$ cat config.mk
export PLATFORM = sky130hd
export DESIGN_NAME = ir_config_registers
export DESIGN_NICKNAME = d
export VERILOG_FILES = /design/src/ir_config_pkg.sv /design/src/ir_config_registers.sv
export VERILOG_INCLUDE_DIRS = /design/src
export SDC_FILE = /design/constraint.sdc
export NUM_CORES = 1
export LEC_CHECK = 0
export ABC_AREA = 1
export BUFFER_PORTS_ARGS = -buffer_cell sky130_fd_sc_hd__buf_2
export CORE_MARGIN = 2
export CORE_UTILIZATION = 55
export CTS_CLUSTER_SIZE = 8
export DETAILED_ROUTE_END_ITERATION = 12
export GPL_TIMING_DRIVEN = 0
export PLACE_DENSITY_LB_ADDON = 0.15
export RECOVER_POWER = 50
export SLEW_MARGIN = 30
export SYNTH_ARGS = -nofsm -noshare
export SYNTH_HDL_FRONTEND = slang
export SYNTH_SLANG_ARGS = --single-unit
export TNS_END_PERCENT = 5
$ cat constraint.sdc
create_clock -name core_clk -period 1.81 [get_ports core_clk]
set_input_delay 0.2715 -clock core_clk [delete_from_list [all_inputs] [get_ports core_clk]]
set_output_delay 0.2715 -clock core_clk [all_outputs]
set_load 0.05 [all_outputs]
$ cat src/ir_config_defs.svh
// register offsets, field positions, reset values and timing counts for the infrared config bank
`ifndef IR_CONFIG_DEFS_SVH
`define IR_CONFIG_DEFS_SVH
`define IDX_RESERVED 8'h2a
`define IDX_BASE 8'h2b
`define IDX_DMA 8'h2c
`define IDX_TIMEOUT 8'h2d
`define IDX_SWSEL_A 8'h2e
`define IDX_SWSEL_B 8'h2f
`define RST_BASE 8'h00
`define RST_DMA 4'h0
`define RST_TIMEOUT 8'h03
`define RST_SWSEL 8'h00
`define RST_RESERVED 8'h00
`define ENG_BLOCK_TIMEOUT 3'h5
`define ENG_OFS_TIMEOUT 3'h1
`define ENG_BLOCK_SWSEL 3'h3
`define ENG_OFS_SWSEL_A 3'h5
`define ENG_OFS_SWSEL_B 3'h6
`define TIMEOUT_STEP_NS 100000
`define CLK_PERIOD_NS 4
`define TIMEOUT_STEP_CYCLES (`TIMEOUT_STEP_NS / `CLK_PERIOD_NS)
`endif

$ cat src/ir_config_pkg.sv
// types shared by the infrared config bank
package ir_config_pkg;
    typedef enum logic [1:0] {
        turn_idle = 2'b00,
        turn_count = 2'b01,
        turn_done = 2'b11
    } turn_state_e;
endpackage : ir_config_pkg

$ cat src/ir_config_registers.sv
// infrared engine configuration bank: base decode, dma routing, shadowed time-out and software selects
`timescale 1ns/1ps
`include "ir_config_defs.svh"
module ir_config_registers
    import ir_config_pkg::*;
#(
    parameter int unsigned STEP_CYCLES = `TIMEOUT_STEP_CYCLES
) (
    // clock and reset
    input wire logic core_clk,
    input wire logic rst_n,
    // configuration port
    input wire logic config_mode,
    input wire logic [7:0] config_index_register,
    input wire logic cfg_wr,
    input wire logic [7:0] cfg_wdata,
    output logic [7:0] cfg_rdata_q,
    // host io bus toward the engine window
    input wire logic chip_select_low,
    input wire logic [10:0] host_addr,
    // engine-side register access
    input wire logic [2:0] eng_block,
    input wire logic [2:0] eng_offset,
    input wire logic io_write_strobe,
    input wire logic [7:0] eng_wdata,
    output logic [7:0] eng_rdata_q,
    output logic eng_hit_q,
    output logic [2:0] eng_reg_offset_q,
    input wire logic eng_soft_reset,
    // engine dma request and turnaround
    input wire logic eng_dma_req,
    input wire logic turnaround_start,
    output logic turnaround_busy_q,
    output logic turnaround_expired_q,
    // transfer request pins, channels a..c
    output logic [2:0] transfer_request_out_q,
    output logic [2:0] transfer_request_out_oe_q,
    // software select levels into the engine
    output logic [7:0] swsel_a_q,
    output logic [7:0] swsel_b_q
);
    logic [7:0] base_q;
    logic [3:0] dma_q;
    logic [7:0] timeout_q;
    logic cfg_wr_ok;
    logic eng_wr_ok;
    logic decode_en;
    logic window_hit;
    logic base_cfg_we;
    logic dma_cfg_we;
    logic timeout_cfg_we;
    logic timeout_eng_we;
    logic swsel_a_cfg_we;
    logic swsel_a_eng_we;
    logic swsel_b_cfg_we;
    logic swsel_b_eng_we;
    logic timeout_view;
    logic swsel_a_view;
    logic swsel_b_view;
    logic [7:0] cfg_rdata_d;
    logic [7:0] eng_rdata_d;
    logic [2:0] grant_d;
    logic step_tick;
    logic last_step;
    turn_state_e turn_q;
    turn_state_e turn_d;
    logic [7:0] steps_q;
    logic [$clog2(STEP_CYCLES+1)-1:0] tick_q;

    // engine-side block and offset match
    function automatic logic eng_sel(input logic [2:0] blk, input logic [2:0] ofs, input logic [2:0] b,
                                     input logic [2:0] o);
        eng_sel = (blk == b) && (ofs == o);
    endfunction : eng_sel

    // one channel owned by the engine; codes above 3 own nothing
    function automatic logic dma_grant(input logic [3:0] code, input logic [1:0] ch);
        dma_grant = (code == ({2'b00, ch} + 4'h1));
    endfunction : dma_grant

    // window match on address bits 10..3, only with chip select low
    function automatic logic in_window(input logic cs_n, input logic [10:0] addr, input logic [7:0] base);
        in_window = !cs_n && (addr[10:3] == base);
    endfunction : in_window

    // config access only in config state, index picks the register
    assign cfg_wr_ok = cfg_wr && config_mode;
    assign eng_wr_ok = io_write_strobe && !eng_soft_reset;
    assign base_cfg_we = cfg_wr_ok && (config_index_register == `IDX_BASE);
    assign dma_cfg_we = cfg_wr_ok && (config_index_register == `IDX_DMA);
    assign timeout_cfg_we = cfg_wr_ok && (config_index_register == `IDX_TIMEOUT);
    assign swsel_a_cfg_we = cfg_wr_ok && (config_index_register == `IDX_SWSEL_A);
    assign swsel_b_cfg_we = cfg_wr_ok && (config_index_register == `IDX_SWSEL_B);

    // engine views of the shared storage
    assign timeout_view = eng_sel(eng_block, eng_offset, `ENG_BLOCK_TIMEOUT, `ENG_OFS_TIMEOUT);
    assign swsel_a_view = eng_sel(eng_block, eng_offset, `ENG_BLOCK_SWSEL, `ENG_OFS_SWSEL_A);
    assign swsel_b_view = eng_sel(eng_block, eng_offset, `ENG_BLOCK_SWSEL, `ENG_OFS_SWSEL_B);
    // soft reset must not gate the time-out path, it is a legacy shadow
    assign timeout_eng_we = io_write_strobe && timeout_view;
    assign swsel_a_eng_we = eng_wr_ok && swsel_a_view;
    assign swsel_b_eng_we = eng_wr_ok && swsel_b_view;

    assign decode_en = |base_q[7:5];
    assign window_hit = in_window(chip_select_low, host_addr, base_q);

    always_ff @(posedge core_clk) begin
        if (!rst_n) begin
            base_q <= `RST_BASE;
        end else if (base_cfg_we) begin
            base_q <= cfg_wdata;
        end
    end

    always_ff @(posedge core_clk) begin
        if (!rst_n) begin
            dma_q <= `RST_DMA;
        end else if (dma_cfg_we) begin
            dma_q <= cfg_wdata[3:0];
        end
    end

    // one storage for both views; config write wins a same-cycle clash
    always_ff @(posedge core_clk) begin
        if (!rst_n) begin
            timeout_q <= `RST_TIMEOUT;
        end else if (timeout_cfg_we) begin
            timeout_q <= cfg_wdata;
        end else if (timeout_eng_we) begin
            timeout_q <= eng_wdata;
        end
    end

    always_ff @(posedge core_clk) begin
        if (!rst_n) begin
            swsel_a_q <= `RST_SWSEL;
        end else if (swsel_a_cfg_we) begin
            swsel_a_q <= cfg_wdata;
        end else if (swsel_a_eng_we) begin
            swsel_a_q <= eng_wdata;
        end
    end

    always_ff @(posedge core_clk) begin
        if (!rst_n) begin
            swsel_b_q <= `RST_SWSEL;
        end else if (swsel_b_cfg_we) begin
            swsel_b_q <= cfg_wdata;
        end else if (swsel_b_eng_we) begin
            swsel_b_q <= eng_wdata;
        end
    end

    // config read mux; unknown and reserved indices read zero
    always_comb begin
        cfg_rdata_d = 8'h00;
        if (config_mode) begin
            unique case (config_index_register)
                `IDX_RESERVED: cfg_rdata_d = `RST_RESERVED;
                `IDX_BASE: cfg_rdata_d = base_q;
                `IDX_DMA: cfg_rdata_d = {4'h0, dma_q};
                `IDX_TIMEOUT: cfg_rdata_d = timeout_q;
                `IDX_SWSEL_A: cfg_rdata_d = swsel_a_q;
                `IDX_SWSEL_B: cfg_rdata_d = swsel_b_q;
                default: cfg_rdata_d = 8'h00;
            endcase
        end
    end

    always_ff @(posedge core_clk) begin
        if (!rst_n) begin
            cfg_rdata_q <= 8'h00;
        end else begin
            cfg_rdata_q <= cfg_rdata_d;
        end
    end

    // engine-side read view of the shared registers
    always_comb begin
        eng_rdata_d = 8'h00;
        if (timeout_view) begin
            eng_rdata_d = timeout_q;
        end else if (swsel_a_view) begin
            eng_rdata_d = swsel_a_q;
        end else if (swsel_b_view) begin
            eng_rdata_d = swsel_b_q;
        end
    end

    always_ff @(posedge core_clk) begin
        if (!rst_n) begin
            eng_rdata_q <= 8'h00;
        end else begin
            eng_rdata_q <= eng_rdata_d;
        end
    end

    // window decode, registered so outputs come from flops
    always_ff @(posedge core_clk) begin
        if (!rst_n) begin
            eng_hit_q <= 1'b0;
        end else begin
            eng_hit_q <= decode_en && window_hit;
        end
    end

    always_ff @(posedge core_clk) begin
        if (!rst_n) begin
            eng_reg_offset_q <= 3'h0;
        end else begin
            eng_reg_offset_q <= host_addr[2:0];
        end
    end

    // request routing; unselected pins released
    always_comb begin
        grant_d = 3'h0;
        for (int i = 0; i < 3; i++) begin
            grant_d[i] = dma_grant(dma_q, 2'(i));
        end
    end

    always_ff @(posedge core_clk) begin
        if (!rst_n) begin
            transfer_request_out_oe_q <= 3'h0;
        end else begin
            transfer_request_out_oe_q <= grant_d;
        end
    end

    always_ff @(posedge core_clk) begin
        if (!rst_n) begin
            transfer_request_out_q <= 3'h0;
        end else begin
            transfer_request_out_q <= grant_d & {3{eng_dma_req}};
        end
    end

    // turnaround timer: value times one step; zero expires at once
    assign step_tick = (tick_q == ($bits(tick_q))'(STEP_CYCLES - 1));
    assign last_step = (steps_q == 8'h01);

    always_comb begin
        turn_d = turn_q;
        unique case (turn_q)
            turn_idle: begin
                if (turnaround_start) begin
                    turn_d = (timeout_q == 8'h00) ? turn_done : turn_count;
                end
            end
            turn_count: begin
                if (step_tick && last_step) begin
                    turn_d = turn_done;
                end
            end
            turn_done: begin
                turn_d = turn_idle;
            end
            default: begin
                turn_d = turn_idle;
            end
        endcase
    end

    always_ff @(posedge core_clk) begin
        if (!rst_n) begin
            turn_q <= turn_idle;
        end else begin
            turn_q <= turn_d;
        end
    end

    always_ff @(posedge core_clk) begin
        if (!rst_n) begin
            steps_q <= 8'h00;
        end else if (turn_q == turn_idle && turnaround_start) begin
            steps_q <= timeout_q;
        end else if (turn_q == turn_count && step_tick) begin
            steps_q <= steps_q - 8'h01;
        end
    end

    // step divider gives the one-cycle enable, held at zero outside a count
    always_ff @(posedge core_clk) begin
        if (!rst_n) begin
            tick_q <= '0;
        end else if (turn_q != turn_count || step_tick) begin
            tick_q <= '0;
        end else begin
            tick_q <= tick_q + 1'b1;
        end
    end

    always_ff @(posedge core_clk) begin
        if (!rst_n) begin
            turnaround_busy_q <= 1'b0;
        end else begin
            turnaround_busy_q <= (turn_q == turn_count);
        end
    end

    always_ff @(posedge core_clk) begin
        if (!rst_n) begin
            turnaround_expired_q <= 1'b0;
        end else begin
            turnaround_expired_q <= (turn_q == turn_done);
        end
    end
endmodule : ir_config_registers

# Word level (Yosys, flattened, before mapping)
# Cells that the tools add are included.
classes:
  n_addsub: 2
  n_eq_ne: 21
  mux: 16
  bitwise: 2
  n_reduce_logical: 31
ops:
  columns: ["operator", "n"]
  rows:
  - ["$mux 8", 11]
  - ["$eq 8x6->1 const B", 5]
  - ["$pmux 8 s5", 1]
  - ["$logic_and 1x1->1", 18]
  - ["$add 15x1->15 const B", 1]
  - ["$eq 15x15->1 const B", 1]
  - ["$eq 3x3->1 const B", 3]
  - ["$eq 4x2->1 const B", 2]
  - ["$eq 8x1->1 const B", 1]
  - ["$eq 8x8->1", 1]
  - ["$logic_not 8->1", 1]
  - ["$reduce_bool 2->1", 4]
  - ["$sub 8x1->8 const B", 1]
  - ["$mux 2", 3]
  - ["$eq 4x1->1 const B", 1]
  - ["$ne 2x2->1 const B", 2]
  - ["$pmux 2 s2", 1]
  - ["$reduce_and 2->1", 2]
  - ["$and 3x3->3", 1]
  - ["$eq 3x1->1 const B", 1]
  - ["$eq 3x2->1 const B", 1]
  - ["$reduce_or 3->1", 1]
  - ["$eq 2x1->1 const B", 1]
  - ["$eq 2x2->1 const B", 1]
  - ["6 further kinds", 7]
totals:
  ff_bits: 89
  in_bits: 50
  output_inout_bits: 44
  elab_cells: 88

# Depth between registers and ports, before layout
# Gate-level depths: netlist of the first run.
depth:
  ltp_word: 5
  mapped_depth: 10
  ltp_nobuf: 10

# Worst setup path after synthesis of the first run
# OpenSTA, ideal clock, no wires.
synth_timing:
  path_type: "register to register"
  from: "register tick_q[0]"
  to: "register steps_q[0]"
  arrival_ns: 1.258
  path_slack_ns: 0.436
  path_stages_with_launch: 9
  path_buffers: 0
  cell_sequence: "dfxtp_1 ha_1 nand2_1 nor2_1 nand3_1 nand2_2 inv_1 nor2_1 nor2_1"
synth_between:
  elab_chain_len: 3
synth_lines:
  columns: ["item", "line", "text"]
  rows:
  - ["start, declared", "ir_config_registers.sv:68", "logic [$clog2(STEP_CYCLES+1)-1:0] tick_q;"]
  - ["start signal, assigned", "ir_config_registers.sv:290", "tick_q <= tick_q + 1'b1;"]
  - ["$eq 15x15->1", "ir_config_registers.sv:240", "assign step_tick = (tick_q == ($bits(tick_q))'(STEP_CYCLES - 1));"]
  - ["$logic_and 1x1->1", "ir_config_registers.sv:278", "end else if (turn_q == turn_count && step_tick) begin"]
  - ["$reduce_bool 2->1 (no source line)", null, null]
  - ["end signal, assigned", "ir_config_registers.sv:277", "steps_q <= timeout_q;"]
  - ["end signal, assigned", "ir_config_registers.sv:279", "steps_q <= steps_q - 8'h01;"]
  - ["end, declared", "ir_config_registers.sv:67", "logic [7:0] steps_q;"]
# Every way passes these cells.
# A chain may end at the register's enable or synchronous reset.

# Worst setup path after layout of the first run
layout_timing:
  from: "input port eng_offset[0]"
  to: "register swsel_a_q[0]"
layout_between:
  elab_chain_len: 4
layout_lines:
  columns: ["item", "line", "text"]
  rows:
  - ["start, declared", "ir_config_registers.sv:23", "input wire logic [2:0] eng_offset,"]
  - ["$eq 3x3->1", "ir_config_registers.sv:73", "eng_sel = (blk == b) && (ofs == o);"]
  - ["$logic_and 1x1->1", "ir_config_registers.sv:73", null]
  - ["$logic_and 1x1->1", "ir_config_registers.sv:101", "assign swsel_a_eng_we = eng_wr_ok && swsel_a_view;"]
  - ["$reduce_bool 2->1 (no source line)", null, null]
  - ["end signal, assigned", "ir_config_registers.sv:136", "swsel_a_q <= `RST_SWSEL;"]
  - ["end signal, assigned", "ir_config_registers.sv:138", "swsel_a_q <= cfg_wdata;"]
  - ["end signal, assigned", "ir_config_registers.sv:140", "swsel_a_q <= eng_wdata;"]
  - ["end, declared", "ir_config_registers.sv:39", "output logic [7:0] swsel_a_q,"]
# Every way passes these cells.

==> results of run 1 <==
metrics by stage:
stage	util (%)	total power [W]	cells	hold WS, ps	setup WS [ps]
after floorplan	-	0.00231	663	369	436
after CTS	67.3	0.00388	873	78.3	104
after global routing	66.7	0.00402	873	87.5	51.7
final	66.7	0.00388	873	82.9	183
after global placement	64.6	0.00244	857	430	106
after detailed placement	64.6	0.00245	857	445	114
registers in the layout, indices dropped and copies added (netlist names), 8 cells and up:
signal	count
tick_q	15
base_q	8
cfg_rdata_q	8
eng_rdata_q	8
steps_q	8
swsel_a_q	8
swsel_b_q	8
timeout_q	8
power breakdown:
part	internal, W	switching, W	leakage [nW]
combinational	0.000132	0.000271	1.46
sequential	0.00198	0.0000227	0.719
clock	0.000699	0.000776	0.110
worst max-delay path: cells and delay by family:
| kind | cells | cell delay, ps |
|---|---|---|
| buffers and inverters | 3 | 450 |
| AOI/OAI and AO/OA | 1 | 70 |
| and+or+nand+nor | 4 | 1060 |
cells by family after synthesis:
logic type / count (synthesis) / share of synthesized area [%]
flip-flops: 89 / 40.2
buffers and inverters: 107 / 9.77
AO/OA/AOI/OAI: 114 / 13.7
AND/OR/NAND/NOR: 342 / 33.9
adder cells (fa/ha/maj): 3 / 0.847
XOR/XNOR: 8 / 1.58
layer usage:
| layer | wire length, um | track usage, % |
|---|---|---|
| met2 | 6130 | 49.3 |
| met3 | 796 | 4.82 |
| met5 | 0 | 0 |
| met1 | 5460 | 37.1 |
| met4 | 337 | 10.5 |
layout by cell type, fill, tap and decap left out, types with 2 or more instances in the layout:
cell / n
a21oi_1: 49
buf_2: 68
buf_4: 2
clkbuf_1: 40
clkbuf_8: 10
clkinv_4: 2
dfxtp_1: 89
ha_1: 3
inv_1: 86
inv_2: 2
inv_8: 2
nand2_1: 172
nand2_2: 2
nand3_1: 61
nand3_2: 2
nand4_1: 14
nor2_1: 66
nor2_2: 4
nor3_1: 8
nor3_2: 3
nor3b_1: 3
nor4_1: 2
o211ai_1: 9
o21ai_0: 51
o22ai_1: 2
xor2_1: 7
cell type report:
type,count,area (um2),area share (%)
Clock inverter,6,75.1,1.45
Inverter,88,330,6.38
Sequential cell,89,1780,34.4
Multi-Input combinational cell,467,2210,42.7
Clock buffer,10,138,2.66
Timing Repair Buffer,92,425,8.22
Buffer,19,91.3,1.76
Tap cell,102,128,2.46
worst max-delay path by stage:
| stage | end | from | cells past startpoint |
|---|---|---|---|
| floorplan | steps_q[0] | tick_q[0] | 8 |
| global placement | cfg_rdata_q[5] | config_index_register[4] | 9 |
| detailed placement | cfg_rdata_q[6] | config_index_register[4] | 9 |
| CTS | steps_q[1] | tick_q[0] | 8 |
| global route | swsel_a_q[4] | eng_offset[0] | 8 |
| finish | swsel_a_q[0] | eng_offset[0] | 8 |
repair_timing:
action | CTS | global route
endpoints found under the setup margin | 0 | 2
hold buffers | 0 | 0
resized for setup | 0 | 2
==> results.json, run 1 <==
{
  "ys_seq_area_share_pct": 40.2,
  "synthTopCellsByCount": "nand2_1 (172), dfxtp_1 (89), inv_1 (85)",
  "clkSinkCount": 89,
  "critical_path_class": "in -> reg",
  "track_usage_pct": 29.0,
  "die_w_um": 93.8,
  "fin_nets": 819,
  "worstPathArrival_ps": 1850,
  "placementRows": 32,
  "reg2reg_from": "tick_q[0]",
  "area_growth_pct": 16.9,
  "insertion_delay_ps": 360,
  "dp_hpwl_um": 9930,
  "die_h_um": 93.8,
  "drt_iter0_markers": 323,
  "synth.most_common_cell": "nand2_1",
  "hold_path_end": "eng_reg_offset_q[0]",
  "clk_pin_slew_worst_paths_ps": 100,
  "synthFlopType": "dfxtp_1",
  "hold_viol": 0,
  "drt_wl_total_um": 12700,
  "min_from": "host_addr[0]",
  "core_area_um2": 7770,
  "routed-via-count": 4695,
  "port_buffers": 92,
  "synth_largest_area_cell": "dfxtp_1",
  "final.setup.tns_ps": 0,
  "synth_seq_cells": 89,
  "synth_edf_count": 0,
  "r2r_cells": 8,
  "power_density_nw_per_um2": 750,
  "ys_warn_count": 0,
  "synthTopCellsByArea": "dfxtp_1 (40%), nand2_1 (15%), inv_1 (7.2%)",
  "leakagePower_nw": 2.29,
  "synthArstFlopShare_pct": 0,
  "io_pins": 94,
  "viasPerCell": 5.38,
  "rsz0062_at_grt": "no",
  "cp_slowest_cell": "nor2_1",
  "grt_max_degree": 17,
  "drv_slew": 0,
  "cts.htree.levels": 3,
  "post_cts_buffers": 0,
  "synth_cells": 663,
  "grt_pass1_vias": 4302,
  "ff2ff_setup_slack_ps": 200,
  "drive_gt1_share_pct": 13.4,
  "gr-total-overflow": 0,
  "path_cells": "buf_2, inv_1, nor2_1, and2_0, clkbuf_1, nand2_1, nand3_1, a21oi_1",
  "start_util_pct": 57.0,
  "r2r-end": "steps_q[1]",
  "relSlewSlack_pct": 59.5,
  "fillerInstances": 764,
  "n_antenna_cell": 0,
  "setup_violations": 0,
  "yosysTopAreaCellShare_pct": 40.2,
  "hold_depth": 3,
  "max_clock_freq_ghz": 0.615,
  "end_kind": "flop",
  "cp.required_ps": 2030,
  "clock_path_buffers": 2,
  "antenna_found_initial": 0,
  "syn_area_um2": 4430,
  "period_minus_slack_ps": 1630,
  "min-delay-path-class": "in -> reg",
  "gp_congestion": 1.02,
  "cts-root-buf": "clkbuf_8",
  "synth.avg_cell_area_um2": 6.68,
  "placed_cell_area_um2": 5020,
  "ir_drop_mv": 0.471,
  "cts_tree": "yes",
  "die_area_um2": 8790,
  "period_share_pct": 89.9,
  "cts_buffers": 9,
  "ant_nets": 0,
  "post-route-cell-area_um2": 5180,
  "grt_pass1_wl_um": 20100,
  "wire_per_inst_um": 14.6,
  "crit_fanout": 9,
  "max_stage_delay_ps": 410,
  "drcViolationCount": 0,
  "startpoint_type": "input pin",
  "fin_skew_ps": 16.4,
  "cap_violations": 0,
  "synth_cell_types": 33,
  "worst_pin_slew_ps": 610,
  "drt_first_pass_iters": 6,
  "outcome": "finished clean",
  "synth_fp_nets": 716
}
Power figures use the tool's default switching activity.
==> run 2, diff against run 1 <==
RECOVER_POWER = 25   (was 50)
==> run 2 against run 1 <==
Against the previous run:
- clock power is essentially flat
- non-clock buffer count is the same
- register-to-register slack is essentially flat
- fmax shrank 0.73%
- critical path type unchanged
- critical endpoint unchanged
==> results.json, run 2 (same netlist as run 1, synthesis figures left out) <==
{
  "outcome": "finished clean",
  "routed-via-count": 4674,
  "p_sw_w": 0.00106,
  "preCtsSetupSlack_ps": 114,
  "final_cell_mix": "nand2_1 (172), buf_2 (91), dfxtp_1 (89)",
  "insertion_delay_ps": 350,
  "top_register": "tick_q",
  "fin_nets": 819,
  "drive_gt1_share_pct": 16.6,
  "die_area_um2": 8790,
  "fin_skew_ps": 16.0,
  "fin_util_pct": 67.1,
  "grt_pass1_wl_um": 20100,
  "ir_drop_mv": 0.472,
  "reg2reg_from": "tick_q[0]",
  "grt_max_degree": 17,
  "max_clock_freq_ghz": 0.610,
  "power_density_nw_per_um2": 744,
  "gp_congestion": 1.02,
  "combinationalPowerShare_pct": 10.5,
  "antenna_found_initial": 0,
  "worst_pin_slew_ps": 610,
  "pwr-share-seq_pct": 51.8,
  "largest_reg_flops": 15,
  "placementRows": 32,
  "cp_num_buf_inv": 3,
  "dp_hpwl_um": 9930,
  "critPathTopFamily": "simple AND/OR/NAND/NOR gates",
  "setup_violations": 0,
  "hold_viol": 0,
  "crit_fanout": 9,
  "io_pins": 94,
  "cts_tree": "yes",
  "p_sw_share_pct": 27.3,
  "period_share_pct": 90.5,
  "cts.hold.buffers_added": 0,
  "final.setup.worst_slack_ps": 171,
  "clock_path_buffers": 2,
  "hold_depth": 3,
  "drcViolationCount": 0,
  "drv_slew": 0,
  "min_from": "host_addr[0]",
  "relSlewSlack_pct": 59.3,
  "die_w_um": 93.8,
  "leakagePower_nw": 2.39,
  "die_h_um": 93.8,
  "cts-root-buf": "clkbuf_8",
  "r2r_cells": 8,
  "r2r-end": "steps_q[0]",
  "layout_commonest_cell": "nand2_1",
  "clkSinkCount": 89,
  "final.setup.tns_ps": 0,
  "area_growth_pct": 17.6,
  "cp_slowest_cell": "nor2_1",
  "rsz0062_at_grt": "no",
  "drt_iter0_markers": 298,
  "post-route-cell-area_um2": 5210,
  "track_usage_pct": 29.0,
  "placed_cell_area_um2": 5020,
  "wire_per_inst_um": 14.5,
  "path_cells": "buf_2, inv_1, nor2_1, and2_0, clkbuf_1, nand2_1, nand3_1, a21oi_1",
  "port_buffers": 92,
  "worstPathArrival_ps": 1850,
  "gr-total-overflow": 0,
  "ant_nets": 0,
  "power.internal_w": 0.00282,
  "clk_pin_slew_worst_paths_ps": 100,
  "cap_violations": 0,
  "grt_pass1_vias": 4302,
  "hold_path_end": "eng_reg_offset_q[0]",
  "cts_buffers": 9,
  "core_area_um2": 7770,
  "fin_total_pwr_w": 0.00387,
  "period_minus_slack_ps": 1640,
  "end_kind": "flop",
  "cp.required_ps": 2020,
  "critical_path_class": "in -> reg",
  "min-delay-path-class": "in -> reg",
  "viasPerCell": 5.35,
  "n_antenna_cell": 0,
  "cts.htree.levels": 3,
  "max_stage_delay_ps": 410,
  "startpoint_type": "input pin",
  "drt_first_pass_iters": 6,
  "power_frac_clock_pct": 37.7,
  "start_util_pct": 57.0,
  "ff2ff_setup_slack_ps": 210,
  "drt_wl_total_um": 12700
}
## run 2: cell types whose count changed in the layout (fill, tap and decap cells not counted)
cell / before / now
buf_2: 68 / 91
clkbuf_1: 40 / 17
inv_1: 86 / 85
inv_2: 2 / 3
nand3_1: 61 / 60
nand3_2: 2 / 3
o21ai_0: 51 / 50
o21ai_1: 0 / 1
## run 2: repair_timing
action,CTS,global route
gates resized for setup,0,2
setup buffers,0,0
setup endpoints to repair,0,2
## run 2: worst min-delay path, stage by stage
cell     delay [ps]
buf_2            70
nand2_1          40
inv_1            40
## run 2: layout make-up
class                           count  area [um2]
Multi-Input combinational cell    467        2210
Sequential cell                    89        1780
Clock buffer                       10         138
Tap cell                          102         128
Buffer                             19        92.6
Timing Repair Buffer               92         453
Inverter                           88         330
Fill cell                         756        2560
Clock inverter                      6        75.1
## run 2: worst max-delay path by stage
stage                              from              to  slack (ps)  cells after the start
2_1_floorplan                 tick_q[0]      steps_q[0]         440                      8
3_3_place_gp   config_index_register[4]  cfg_rdata_q[5]         110                      9
3_5_place_dp   config_index_register[4]  cfg_rdata_q[6]         110                      9
4_1_cts                       tick_q[0]      steps_q[1]         100                      8
5_1_grt                   eng_offset[0]    swsel_a_q[4]          50                      8
6_report                  eng_offset[0]    swsel_a_q[0]         170                      8
## run 2: power groups by stage
stage | Clock, W | Combinational (W) | Sequential [W]
2_1_floorplan | 0 | 0.000236 | 0.00207
3_3_place_gp | 0 | 0.000391 | 0.00205
3_5_place_dp | 0 | 0.000399 | 0.00205
4_1_cts | 0.00148 | 0.000401 | 0.00201
5_1_grt | 0.00156 | 0.000451 | 0.00201
6_report | 0.00146 | 0.000406 | 0.00201
## run 2: routing by layer
metal	vias to the layer above	GRT usage, %	wire length (um)
met1	2129	37.1	5430
met4	0	10.5	271
met5	-	0	0
li1	2344	-	-
met3	20	4.82	827
met2	181	49.3	6160
## run 2: through the flow
stage | instances | hold slack (ps)
floorplan | 663 | 369
global placement | 857 | 430
detailed placement | 857 | 445
CTS | 873 | 78.3
global route | 873 | 87.5
finish | 873 | 93.6
==> run 3, diff against run 2 <==
ABC_AREA = default   (was 1)
CORE_UTILIZATION = 54   (was 55)
==> run 3 against run 2 <==
Against the previous run:
- global-route usage is 2.1 points lower
- largest power group unchanged
- largest cell class unchanged
- first-iteration DRC count is 36% lower
- cell area is 5.4% lower
- sequential power hardly changed
==> results.json, run 3 <==
{
  "outcome": "finished clean",
  "drt_first_pass_iters": 8,
  "instances_no_fill": 668,
  "period_share_pct": 95.3,
  "power.internal_w": 0.00263,
  "ir_drop_mv": 0.411,
  "reg2reg_from": "tick_q[3]",
  "synth.most_common_cell": "dfxtp_1",
  "insertion_delay_ps": 360,
  "routed-via-count": 3906,
  "port_buffers": 90,
  "n_antenna_cell": 0,
  "layout_commonest_cell": "dfxtp_1",
  "hold_viol": 0,
  "drv_slew": 0,
  "r2r-end": "steps_q[4]",
  "yosysTopAreaCellShare_pct": 42.6,
  "synth_largest_area_cell": "dfxtp_1",
  "top_register": "tick_q",
  "leakagePower_nw": 1.91,
  "worstPathArrival_ps": 2020,
  "fin_skew_ps": 9.34,
  "hold_path_end": "eng_reg_offset_q[2]",
  "grt_pass1_vias": 3731,
  "cts.htree.levels": 3,
  "cts_tree": "yes",
  "p_sw_share_pct": 26.8,
  "grt_pass1_wl_um": 18100,
  "relSlewSlack_pct": 54.2,
  "gr-total-overflow": 0,
  "ant_nets": 0,
  "synthTopCellsByCount": "dfxtp_1 (89), nor2_1 (49), mux2i_1 (35)",
  "fin_util_pct": 64.8,
  "viasPerCell": 5.85,
  "grt_max_degree": 16,
  "cp.depth": 4,
  "die_w_um": 92.0,
  "hold_depth": 2,
  "io_pins": 94,
  "synth_cell_types": 55,
  "placed_cells": 651,
  "drcViolationCount": 0,
  "area_growth_pct": 18.0,
  "synthFlopType": "dfxtp_1",
  "die_area_um2": 8460,
  "synth_cells": 459,
  "synth_seq_cells": 89,
  "critical_path_class": "reg -> reg",
  "final_cell_mix": "dfxtp_1 (87), buf_2 (74), nor2_1 (49)",
  "combinationalPowerShare_pct": 9.1,
  "critPathTopFamily": "simple AND/OR/NAND/NOR gates",
  "p_sw_w": 0.000963,
  "cp.required_ps": 2100,
  "path_cells": "nor4_4, nand4_4, or4_4, a31oi_1",
  "period_minus_slack_ps": 1720,
  "worst_pin_slew_ps": 685,
  "holdWs_ps": 112,
  "synth_edf_count": 0,
  "placementRows": 32,
  "clk_pin_slew_worst_paths_ps": 90,
  "gp_congestion": 0.877,
  "max_stage_delay_ps": 500,
  "drt_iter0_markers": 192,
  "ys_warn_count": 0,
  "cap_violations": 0,
  "synth_fp_nets": 512,
  "fillerInstances": 677,
  "drive_gt1_share_pct": 21.6,
  "cts_buffers": 9,
  "ys_seq_area_share_pct": 42.6,
  "drt_wl_total_um": 11100,
  "setup_violations": 0,
  "cp_slowest_cell": "or4_4",
  "r2r_cells": 4,
  "startpoint_type": "flop",
  "start_util_pct": 55.0,
  "die_h_um": 92.0,
  "min-delay-path-class": "in -> reg",
  "dp_hpwl_um": 8520,
  "end_kind": "flop",
  "cts.hold.buffers_added": 0,
  "fin_nets": 614,
  "synthArstFlopShare_pct": 0,
  "largest_reg_flops": 15,
  "ff2ff_setup_slack_ps": 90,
  "syn_area_um2": 4180,
  "track_usage_pct": 26.9,
  "cts-root-buf": "clkbuf_8",
  "max_clock_freq_ghz": 0.580,
  "pwr-share-seq_pct": 55.6,
  "power_frac_clock_pct": 35.3,
  "synthTopCellsByArea": "dfxtp_1 (43%), mux2i_1 (8.4%), nor2_1 (4.4%)",
  "clkSinkCount": 89,
  "core_area_um2": 7610,
  "power_density_nw_per_um2": 729,
  "antenna_found_initial": 0,
  "wire_per_inst_um": 16.7,
  "crit_fanout": 9,
  "clock_path_buffers": 2,
  "synth.avg_cell_area_um2": 9.11,
  "cp_num_buf_inv": 0,
  "min_from": "host_addr[2]"
}
run 3: cell types whose count changed after synthesis, moves of 16 or more:
cell,change
nor2_1,-16
nand3_1,-40
a21oi_1,-23
inv_1,-79
o21ai_0,-30
mux2i_1,+35
nand2_1,-138
run 3: final cells by class:
type | instances | area, um2 | share of cell area [%]
multi-input cells | 340 | 2280 | 46.3
flip-flops and latches | 89 | 1780 | 36.2
repair buffers | 91 | 433 | 8.78
clock buffers | 10 | 138 | 2.79
well taps | 102 | 128 | 2.59
plain buffers | 24 | 104 | 2.11
clock inverters | 6 | 41.3 | 0.837
inverters | 6 | 22.5 | 0.457
run 3: layer usage:
| layer | vias up | GRT usage [%] | part of all wire (%) |
|---|---|---|---|
| li1 | 1893 | - | - |
| met5 | - | 0 | 0 |
| met4 | 0 | 11.8 | 2.2 |
| met2 | 148 | 46.0 | 50 |
| met1 | 1840 | 32.9 | 42 |
| met3 | 25 | 5.26 | 6.2 |
run 3: cell families (layout without fill, tap and decap cells):
kind of cell             count (synthesis)  in the layout  share of synthesized area, %
XOR/XNOR                                17             17                          3.56
adder cells (fa/ha/maj)                  3              3                         0.898
AND/OR/NAND/NOR                        178            178                          23.9
buffers and inverters                   30            137                          2.93
AO/OA/AOI/OAI                           99             99                          15.6
flip-flops                              89             89                          42.6
multiplexers                            43             43                          10.5
run 3: worst max-delay path by stage:
stage / from / endpoint
floorplan: tick_q[0] / steps_q[2]
global route: tick_q[0] / steps_q[4]
finish: tick_q[3] / steps_q[4]
global placement: eng_offset[1] / eng_rdata_q[3]
CTS: tick_q[0] / steps_q[2]
detailed placement: eng_offset[1] / eng_rdata_q[3]
run 3: worst register-to-register path, cell delays in order, from the launching register on:
cell and delay, ps:
dfxtp_1 390, nor4_4 400, nand4_4 200, or4_4 500, a31oi_1 160
run 3: per-stage QoR:
step / power, W / area (um2) / setup TNS, ps / worst slack, ps
floorplan: 0.00223 / 4180 / 0 / 176
global placement: 0.00236 / 4760 / -2760 / -180
finish: 0.00359 / 4930 / 0 / 85.9
global route: 0.00371 / 4930 / -12.3 / -10.8
CTS: 0.00360 / 4940 / 0 / 40.6
detailed placement: 0.00237 / 4760 / -3800 / -185
run 3: repair_timing:
item / 4_1_cts / 5_1_grt
resized for setup: 2 / 4
setup buffers: 0 / 1
setup endpoints to repair: 11 / 15
run 3: power groups by stage:
stage	sequential [W]	clock, W	combinational, W
3_3_place_gp	0.00204	0	0.000318
4_1_cts	0.00200	0.00128	0.000326
3_5_place_dp	0.00204	0	0.000324
6_report	0.00200	0.00127	0.000326
2_1_floorplan	0.00206	0	0.000169
5_1_grt	0.00200	0.00135	0.000359
